**src/fis_pkg.sv**
```systemverilog
// fault_interrupt_status package: register offsets, field positions, reset values, carriers
// assumes an upstream two-wire serial decoder that presents byte-wide register accesses
package fis_pkg;
  localparam logic [7:0] FIS_ADDR_CODE = 8'h04;
  localparam logic [7:0] FIS_ADDR_STATUS = 8'h05;
  localparam logic [7:0] FIS_ADDR_MASK = 8'h06;
  localparam logic [7:0] FIS_CLEAR_ALL = 8'hFF;
  localparam logic [2:0] FIS_CODE_RESET = 3'h1;
  localparam int FIS_BIT_TEMP = 4;
  localparam int FIS_BIT_VOLT = 2;
  localparam int FIS_BIT_CURR = 1;
  localparam int FIS_BIT_PBAD = 0;
  localparam logic [7:0] FIS_STATUS_USED = 8'h17;
  localparam logic [7:0] FIS_MASK_RESET = 8'h01;
  localparam logic [7:0] FIS_LATCHED = 8'h16;

  typedef struct packed {
    logic wr;
    logic rd;
    logic [7:0] addr;
    logic [7:0] wdata;
  } fis_req_s;

  typedef struct packed {
    logic over_temp;
    logic over_volt;
    logic cycle_limit;
    logic fb_below_60pct;
    logic soft_start_done;
    logic vout_above_upper;
    logic vout_below_lower;
  } fis_cond_s;
endpackage : fis_pkg

```
**src/fis_core.sv**
```systemverilog
// fault_interrupt_status core: current-limit code, fault status, fault mask and interrupt
// assumes serial decode upstream in clk_sys domain; analog conditions arrive from pins
`timescale 1ns/1ps

module fis_core (
  input wire logic clk_sys,
  input wire logic reset_n,
  input wire fis_pkg::fis_req_s req,
  output logic [7:0] rdata,
  input wire fis_pkg::fis_cond_s cond_pin,
  input wire logic power_bad_latch_enable,
  output logic [2:0] avg_current_limit_code,
  output logic irq_n
);
  import fis_pkg::*;

  // three-stage sync per condition; change accepted when stages 2 and 3 agree
  localparam int NC = $bits(fis_cond_s);
  logic [NC-1:0] s1_q, s2_q, s3_q, flt_q;
  logic [NC-1:0] s1_d, s2_d, s3_d, flt_d;
  fis_cond_s cond;

  always_comb
  begin
    s1_d = cond_pin;
    s2_d = s1_q;
    s3_d = s2_q;
    flt_d = flt_q;
    for (int i = 0; i < NC; i++)
    begin
      if (s2_q[i] == s3_q[i])
      begin
        flt_d[i] = s3_q[i];
      end
    end
  end

  always_ff @(posedge clk_sys)
  begin
    if (!reset_n)
    begin
      s1_q <= '0;
      s2_q <= '0;
      s3_q <= '0;
      flt_q <= '0;
    end
    else
    begin
      s1_q <= s1_d;
      s2_q <= s2_d;
      s3_q <= s3_d;
      flt_q <= flt_d;
    end
  end

  assign cond = flt_q;

  // register state
  logic [2:0] code_q, code_d;
  logic [7:0] status_q, status_d;
  logic [7:0] mask_q, mask_d;
  logic [7:0] rdata_q, rdata_d;
  logic irq_q, irq_d;

  // decoded strobes and per-source views
  logic [7:0] raw;
  logic [7:0] status_view;
  logic [7:0] status_next_view;
  logic clear_all;
  logic code_write;
  logic mask_write;
  logic mapped_read;
  logic overvoltage_flag;
  logic overcurrent_flag;
  logic power_not_good_flag;
  logic overvoltage_alert_mask;
  logic overcurrent_alert_mask;
  logic power_bad_alert_mask;

  // live fault vector in status bit order
  always_comb
  begin
    raw = '0;
    raw[FIS_BIT_TEMP] = cond.over_temp;
    raw[FIS_BIT_VOLT] = cond.over_volt;
    // all three causes at once, a bare trip during soft-start is not a fault
    raw[FIS_BIT_CURR] = cond.cycle_limit & cond.fb_below_60pct & cond.soft_start_done;
    raw[FIS_BIT_PBAD] = cond.vout_above_upper | cond.vout_below_lower;
  end

  // only the exact all-ones byte clears; any other status write is dropped
  assign clear_all = req.wr && req.addr == FIS_ADDR_STATUS && req.wdata == FIS_CLEAR_ALL;
  assign code_write = req.wr && req.addr == FIS_ADDR_CODE;
  assign mask_write = req.wr && req.addr == FIS_ADDR_MASK;
  assign mapped_read = req.addr == FIS_ADDR_CODE || req.addr == FIS_ADDR_STATUS
    || req.addr == FIS_ADDR_MASK;

  // unlatched power-bad bit replaced by the live condition
  function automatic logic [7:0] pbad_view(input logic [7:0] s, input logic [7:0] r);
    logic [7:0] v;
    v = s;
    if (!power_bad_latch_enable)
    begin
      v[FIS_BIT_PBAD] = r[FIS_BIT_PBAD];
    end
    return v;
  endfunction : pbad_view

  always_comb
  begin
    code_d = code_q;
    mask_d = mask_q;
    status_d = status_q;
    if (code_write)
    begin
      code_d = req.wdata[2:0];
    end
    if (mask_write)
    begin
      // unused mask positions never hold a one
      mask_d = req.wdata & FIS_STATUS_USED;
    end
    if (clear_all)
    begin
      status_d = '0;
    end
    // a condition present in the clearing cycle sets again: set wins
    status_d = status_d | (raw & FIS_LATCHED);
    if (power_bad_latch_enable)
    begin
      status_d[FIS_BIT_PBAD] = status_d[FIS_BIT_PBAD] | raw[FIS_BIT_PBAD];
    end
    else
    begin
      status_d[FIS_BIT_PBAD] = 1'b0;
    end
  end

  always_comb
  begin
    status_view = pbad_view(status_q, raw);
    status_next_view = pbad_view(status_d, raw);
  end

  always_comb
  begin
    rdata_d = rdata_q;
    if (req.rd)
    begin
      unique case (req.addr)
        FIS_ADDR_CODE: rdata_d = {5'h00, code_q};
        FIS_ADDR_STATUS: rdata_d = status_view;
        FIS_ADDR_MASK: rdata_d = mask_q;
        default: rdata_d = 8'h00;
      endcase
    end
    // from next state, so the pin moves on the same edge as a latched status bit, one edge after the live unlatched power-bad bit
    irq_d = |(status_next_view & ~mask_d);
  end

  always_ff @(posedge clk_sys)
  begin
    if (!reset_n)
    begin
      code_q <= FIS_CODE_RESET;
      status_q <= '0;
      mask_q <= FIS_MASK_RESET;
      rdata_q <= '0;
      irq_q <= 1'b0;
    end
    else
    begin
      code_q <= code_d;
      status_q <= status_d;
      mask_q <= mask_d;
      rdata_q <= rdata_d;
      irq_q <= irq_d;
    end
  end

  assign rdata = rdata_q;
  assign avg_current_limit_code = code_q;
  // interrupt pin is active low, idle high
  assign irq_n = ~irq_q;

  assign overvoltage_flag = status_q[FIS_BIT_VOLT];
  assign overcurrent_flag = status_q[FIS_BIT_CURR];
  assign power_not_good_flag = status_view[FIS_BIT_PBAD];
  assign overvoltage_alert_mask = mask_q[FIS_BIT_VOLT];
  assign overcurrent_alert_mask = mask_q[FIS_BIT_CURR];
  assign power_bad_alert_mask = mask_q[FIS_BIT_PBAD];

  latched_hold_a: assert property (@(posedge clk_sys) disable iff (!reset_n)
    !clear_all |=> (($past(status_q) & FIS_LATCHED & ~status_q) == 8'h00))
    else $error("latched flag dropped without clear");
  volt_sticky_a: assert property (@(posedge clk_sys) disable iff (!reset_n)
    overvoltage_flag && !clear_all |=> overvoltage_flag)
    else $error("over-voltage flag dropped without clear");
  clear_all_a: assert property (@(posedge clk_sys) disable iff (!reset_n)
    clear_all && raw == 8'h00 |=> status_q == 8'h00 && irq_n)
    else $error("status not cleared by all-ones write");
  curr_cause_a: assert property (@(posedge clk_sys) disable iff (!reset_n)
    $rose(overcurrent_flag) |-> $past(cond.cycle_limit && cond.fb_below_60pct
      && cond.soft_start_done))
    else $error("over-current flag set without all three causes");
  temp_report_a: assert property (@(posedge clk_sys) disable iff (!reset_n)
    cond.over_temp |=> status_q[FIS_BIT_TEMP])
    else $error("over-temperature not reported");
  volt_report_a: assert property (@(posedge clk_sys) disable iff (!reset_n)
    cond.over_volt |=> overvoltage_flag)
    else $error("over-voltage not reported");
  pbad_live_a: assert property (@(posedge clk_sys) disable iff (!reset_n)
    !power_bad_latch_enable |-> power_not_good_flag == raw[FIS_BIT_PBAD])
    else $error("unlatched power-bad not live");
  pbad_window_a: assert property (@(posedge clk_sys) disable iff (!reset_n)
    power_bad_latch_enable && (cond.vout_above_upper || cond.vout_below_lower)
      |=> status_q[FIS_BIT_PBAD])
    else $error("power-bad not set on window exit");
  mask_gate_a: assert property (@(posedge clk_sys) disable iff (!reset_n)
    mask_d == FIS_STATUS_USED |=> irq_n)
    else $error("fully masked interrupt asserted");
  masked_set_a: assert property (@(posedge clk_sys) disable iff (!reset_n)
    |(raw & FIS_LATCHED & mask_q) |=> |(status_q & FIS_LATCHED & $past(mask_q)))
    else $error("masked source did not set its status bit");
  irq_rel_a: assert property (@(posedge clk_sys) disable iff (!reset_n)
    1'b1 |=> irq_n == !$past(|(status_next_view & ~mask_d)))
    else $error("interrupt does not match status and mask");
  code_write_a: assert property (@(posedge clk_sys) disable iff (!reset_n)
    code_write |=> avg_current_limit_code == $past(req.wdata[2:0]))
    else $error("current-limit code not written");
  unmapped_read_a: assert property (@(posedge clk_sys) disable iff (!reset_n)
    req.rd && !mapped_read |=> rdata == 8'h00)
    else $error("unmapped offset read not zero");
  mask_unused_a: assert property (@(posedge clk_sys) disable iff (!reset_n)
    (mask_q & ~FIS_STATUS_USED) == 8'h00)
    else $error("unused mask bit set");
  reset_val_a: assert property (@(posedge clk_sys)
    $rose(reset_n) |-> mask_q == FIS_MASK_RESET && code_q == FIS_CODE_RESET)
    else $error("wrong reset value for mask or code");
  reset_irq_a: assert property (@(posedge clk_sys)
    $rose(reset_n) |-> irq_n && status_q == 8'h00 && power_bad_alert_mask)
    else $error("interrupt or status not idle after reset");

  // limitation: the code only selects a threshold; the analog limit lives elsewhere
  // trade-off: one extra filter stage of latency buys immunity to single-cycle glitches
  // note: status bit 3 is unused and always reads zero
  // note: the latch setting is taken as a same-domain level, no synchroniser
endmodule : fis_core

```
**config.mk**
```make
export PLATFORM = sky130hd
export DESIGN_NAME = fis_core
export DESIGN_NICKNAME = d
export VERILOG_FILES = /design/src/fis_pkg.sv /design/src/fis_core.sv
export SDC_FILE = /design/constraint.sdc
export NUM_CORES = 1
export LEC_CHECK = 0
export ABC_CLOCK_PERIOD_IN_PS = 2000
export BUFFER_PORTS_ARGS = -buffer_cell sky130_fd_sc_hd__buf_4
export CAP_MARGIN = 20
export CORE_MARGIN = 2
export CORE_UTILIZATION = 35
export CTS_CLUSTER_DIAMETER = 120
export DETAILED_ROUTE_END_ITERATION = 8
export PLACE_DENSITY = 0.54
export SLEW_MARGIN = 20
export SYNTH_ARGS = -nofsm -noshare
export SYNTH_HDL_FRONTEND = slang
export SYNTH_SLANG_ARGS = --single-unit
```
**constraint.sdc**
```tcl
create_clock -name clk_sys -period 2 [get_ports clk_sys]
set_input_delay 0.4 -clock clk_sys [delete_from_list [all_inputs] [get_ports clk_sys]]
set_output_delay 0.4 -clock clk_sys [all_outputs]
set_load 0.01 [all_outputs]
```
==> impl_metrics.csv <==
group,metric,value,unit
status,outcome,"finished clean",
layout,fin_nets,279,
clock_tree,cts.repair_timing.setup_buffer_count,0,
routing,route.antenna.remaining_nets,0,
yosys,postSynthNetCount,240,
floorplan,chipHeight,81.7,um
global_routing,vias_in_the_first_global_route,1362,
power_and_ir_drop,share_of_total_power_in_the_clock_network,0.343,
clock_tree,cts.root.buffer_cell,"clkbuf_8",
yosys,synth-seq-cells,56,
timing,worst_slew_pin_slew,0.552,ns
clock_tree,cts.sinks,56,
critical_path,worstSetupEndpointType,"flop",
yosys,ys_dominant_reg_cell,"dfxtp_1",
clock_tree,cts-htree-levels,2,
yosys,synth_largest_type_area_fraction,0.530,
timing,timing.max_slew.rel_slack,0.631,
yosys,yosysWarningCount,0,
routing,drt_iter0_drc,33,
power_and_ir_drop,p_int,1450,uW
global_routing,gr-total-overflow,0,
clock_tree,cts.clk_slew.worst_paths,0.11,ns
yosys,synth-edff-count,0,
routing,top_signal_layer_used,"met4",
timing,finalHoldViolCount,0,
critical_path,rr_worst_depth,4,
power_and_ir_drop,p_comb_frac,0.055,
routing,met2_length,1700,um
floorplan,number_of_i_o_pins,40,
critical_path,arrival,1.82,ns
yosys,synth.distinct_cells,39,
yosys,post-synth-top-count-cell,"dfxtp_1",
power_and_ir_drop,power_switching_share,0.234,
yosys,ys_top_cells_by_area,"dfxtp_1 53%, and2_1 7.4%, mux2i_1 4.3%",
timing,final.setup.tns,0,ns
global_routing,grt_pass1_wl,6240,um
yosys,async_reset_ff_frac,0,
clock_tree,clock_network_latency_to_the_later_pin_of_the_worst_skew_pair,0.31,ns
power_and_ir_drop,pwr_density_cell,736,nW/um^2
layout,antenna-diode-count,0,
floorplan,die-width,81.7,um
timing,fmax,619,MHz
placed_design,gp_routability_congestion,0.767,
clock_tree,clock_tree_from_tritoncts,"built",
power_and_ir_drop,seq_power_share,0.602,
hold_path,worst_hold_path.num_cells,2,
timing,min_period_over_period,0.808,
floorplan,std_cell_rows,28,
routing,wl_per_cell,12.1,um
timing,final.setup_skew,0.00881,ns
timing,finalCriticalPeriod,1.62,ns
global_routing,initial_antenna_violation_count,0,
routing,m1WireLength,1930,um
layout,final-instance-count-excl-fill,327,
yosys,gate_count_of_the_mapped_netlist,212,
placed_design,place.detailed.instances,319,
routing,routed_via_density,4.73,
global_routing,grt_start_max_net_pins,57,
routing,remaining_drc_errors,0,
floorplan,dieArea,6680,um^2
yosys,synth-seq-area-share,0.530,
routing,finalWirelength,3940,um
critical_path,critical_path_peak_fanout,4,
hold_path,holdCritPathClass,"in2reg",
critical_path,crit-reg2reg-launch,"status_q[3]",
yosys,synth.avg_cell_area,9.97,um^2
yosys,synth_area,2110,um^2
timing,setup_viol_count_final,0,
placed_design,buffer_ports.inserted,39,
layout,post_route_cells_drive_above_1_share,0.226,
flow_run,max_cap_viol_count,0,
floorplan,floorplan.initialDensity,0.359,
power_and_ir_drop,p_sw,443,uW
hold_path,hold_path_end,"s1_q[2]",
layout,area_growth,21.6,%
yosys,ys_top_cells_by_count,"56 x dfxtp_1, 25 x and2_1, 16 x nand2_1",
timing,setup_repair_after_global_routing_missed_its_margin,"false",
hold_path,worst_hold_startpoint,"cond_pin[2]",
global_routing,groute.usage.overall,0.123,
yosys,synthDominantAreaCellType,"dfxtp_1",
power_and_ir_drop,ir_drop,0.477,mV
clock_tree,cts_hold_buffers,0,
clock_tree,cts.repair.resized,0,
critical_path,setup.worst_path.start_class,"input pin",
routing,route.met3.wl,236,um
floorplan,core_region_area,5890,um^2
timing,report.final.slew_viol_count,0,
power_and_ir_drop,power_leakage,0.00106,uW
placed_design,hpwl,2810,um
clock_tree,cts-buffers-inserted,5,
critical_path,rrSetupSlack,0.43,ns
critical_path,setup_crit_path_kind,"in2reg",
critical_path,crit-reg2reg-capture,"irq_q",
routing,via_count,1546,
critical_path,cp_data_required_time,2.20,ns
clock_tree,buffers_from_clock_root_to_sink_at_most,2,
routing,detailedRoute.firstPassIterationCount,3,
==> registers in the layout, indices dropped and copies added, names as in the netlist <==
name                    cells
mask_q                      8
rdata                       8
status_q                    8
cond                        7
s1_q                        7
s2_q                        7
s3_q                        7
avg_current_limit_code      3
irq_q                       1
==> cells by family (layout without fill, tap and decap cells) <==
family                 count (synthesis)  after routing  synth area share
AOI/OAI and AO/OA                     44             44             0.144
buffers and inverters                 18             58            0.0373
muxes                                 10             10            0.0480
and+or+nand+nor                       84             84             0.240
DFF                                   56             56             0.530
==> how the worst max path moves through the flow <==
stage,startpoint,end,slack (ns),cells past startpoint
6_report,req[13],irq_q,0.38,7
3_5_place_dp,req[13],irq_q,0.04,7
5_1_grt,req[13],irq_q,0.25,7
2_1_floorplan,req[8],irq_q,0.25,7
3_3_place_gp,req[13],irq_q,0.05,7
4_1_cts,req[13],irq_q,0.37,7
==> area by class of cell <==
class                      instances  area, um^2
clock buffer                       5        68.8
fill                             598        3320
timing repair buffer              42         315
multi-input combinational        138         913
inverter                           8        30.0
tap                               75        93.8
sequential                        56        1120
clock inverter                     3        27.5
==> worst max-delay path, stage by stage <==
cell and delay [ns]:
buf_4 0.11, nor4_2 0.34, and3b_1 0.30, a41oi_1 0.14, a22oi_1 0.20, o21ai_1 0.08
o31a_1 0.24
==> power groups by stage <==
| stage | logic, uW | registers [uW] | clock network [uW] |
|---|---|---|---|
| 4_1_cts | 105 | 1140 | 672 |
| 3_5_place_dp | 105 | 1160 | 0 |
| 5_1_grt | 113 | 1140 | 713 |
| 3_3_place_gp | 105 | 1160 | 0 |
| 2_1_floorplan | 49.9 | 1160 | 0 |
| 6_report | 103 | 1140 | 649 |
==> cell usage in the layout, fill, tap and decap left out, types with 8 or more instances in the layout <==
| master | count |
|---|---|
| nand3_1 | 8 |
| and3_1 | 8 |
| and2_1 | 25 |
| dfxtp_1 | 56 |
| buf_4 | 42 |
| mux2i_1 | 9 |
| nand2_1 | 16 |
| inv_1 | 8 |
| a21boi_0 | 12 |
| o21ai_0 | 8 |
==> per-layer routing <==
metal,track usage,vias up
met5,0,-
met4,0.0550,0
met3,0.0341,7
met2,0.193,40
met1,0.158,696
li1,-,803
==> metrics by stage <==
| stage | hold slack, ns | setup WS [ns] | total power, uW | instance area (um^2) | util |
|---|---|---|---|---|---|
| 2_1_floorplan | 0.412 | 0.249 | 1210 | 2110 | - |
| 3_3_place_gp | 0.414 | 0.0534 | 1270 | 2470 | 0.420 |
| 3_5_place_dp | 0.419 | 0.0355 | 1270 | 2470 | 0.420 |
| 4_1_cts | 0.277 | 0.370 | 1920 | 2570 | 0.437 |
| 5_1_grt | 0.275 | 0.249 | 1970 | 2570 | 0.437 |
| 6_report | 0.283 | 0.385 | 1890 | 2570 | 0.437 |
No activity file was read; power rests on OpenSTA's default activity.
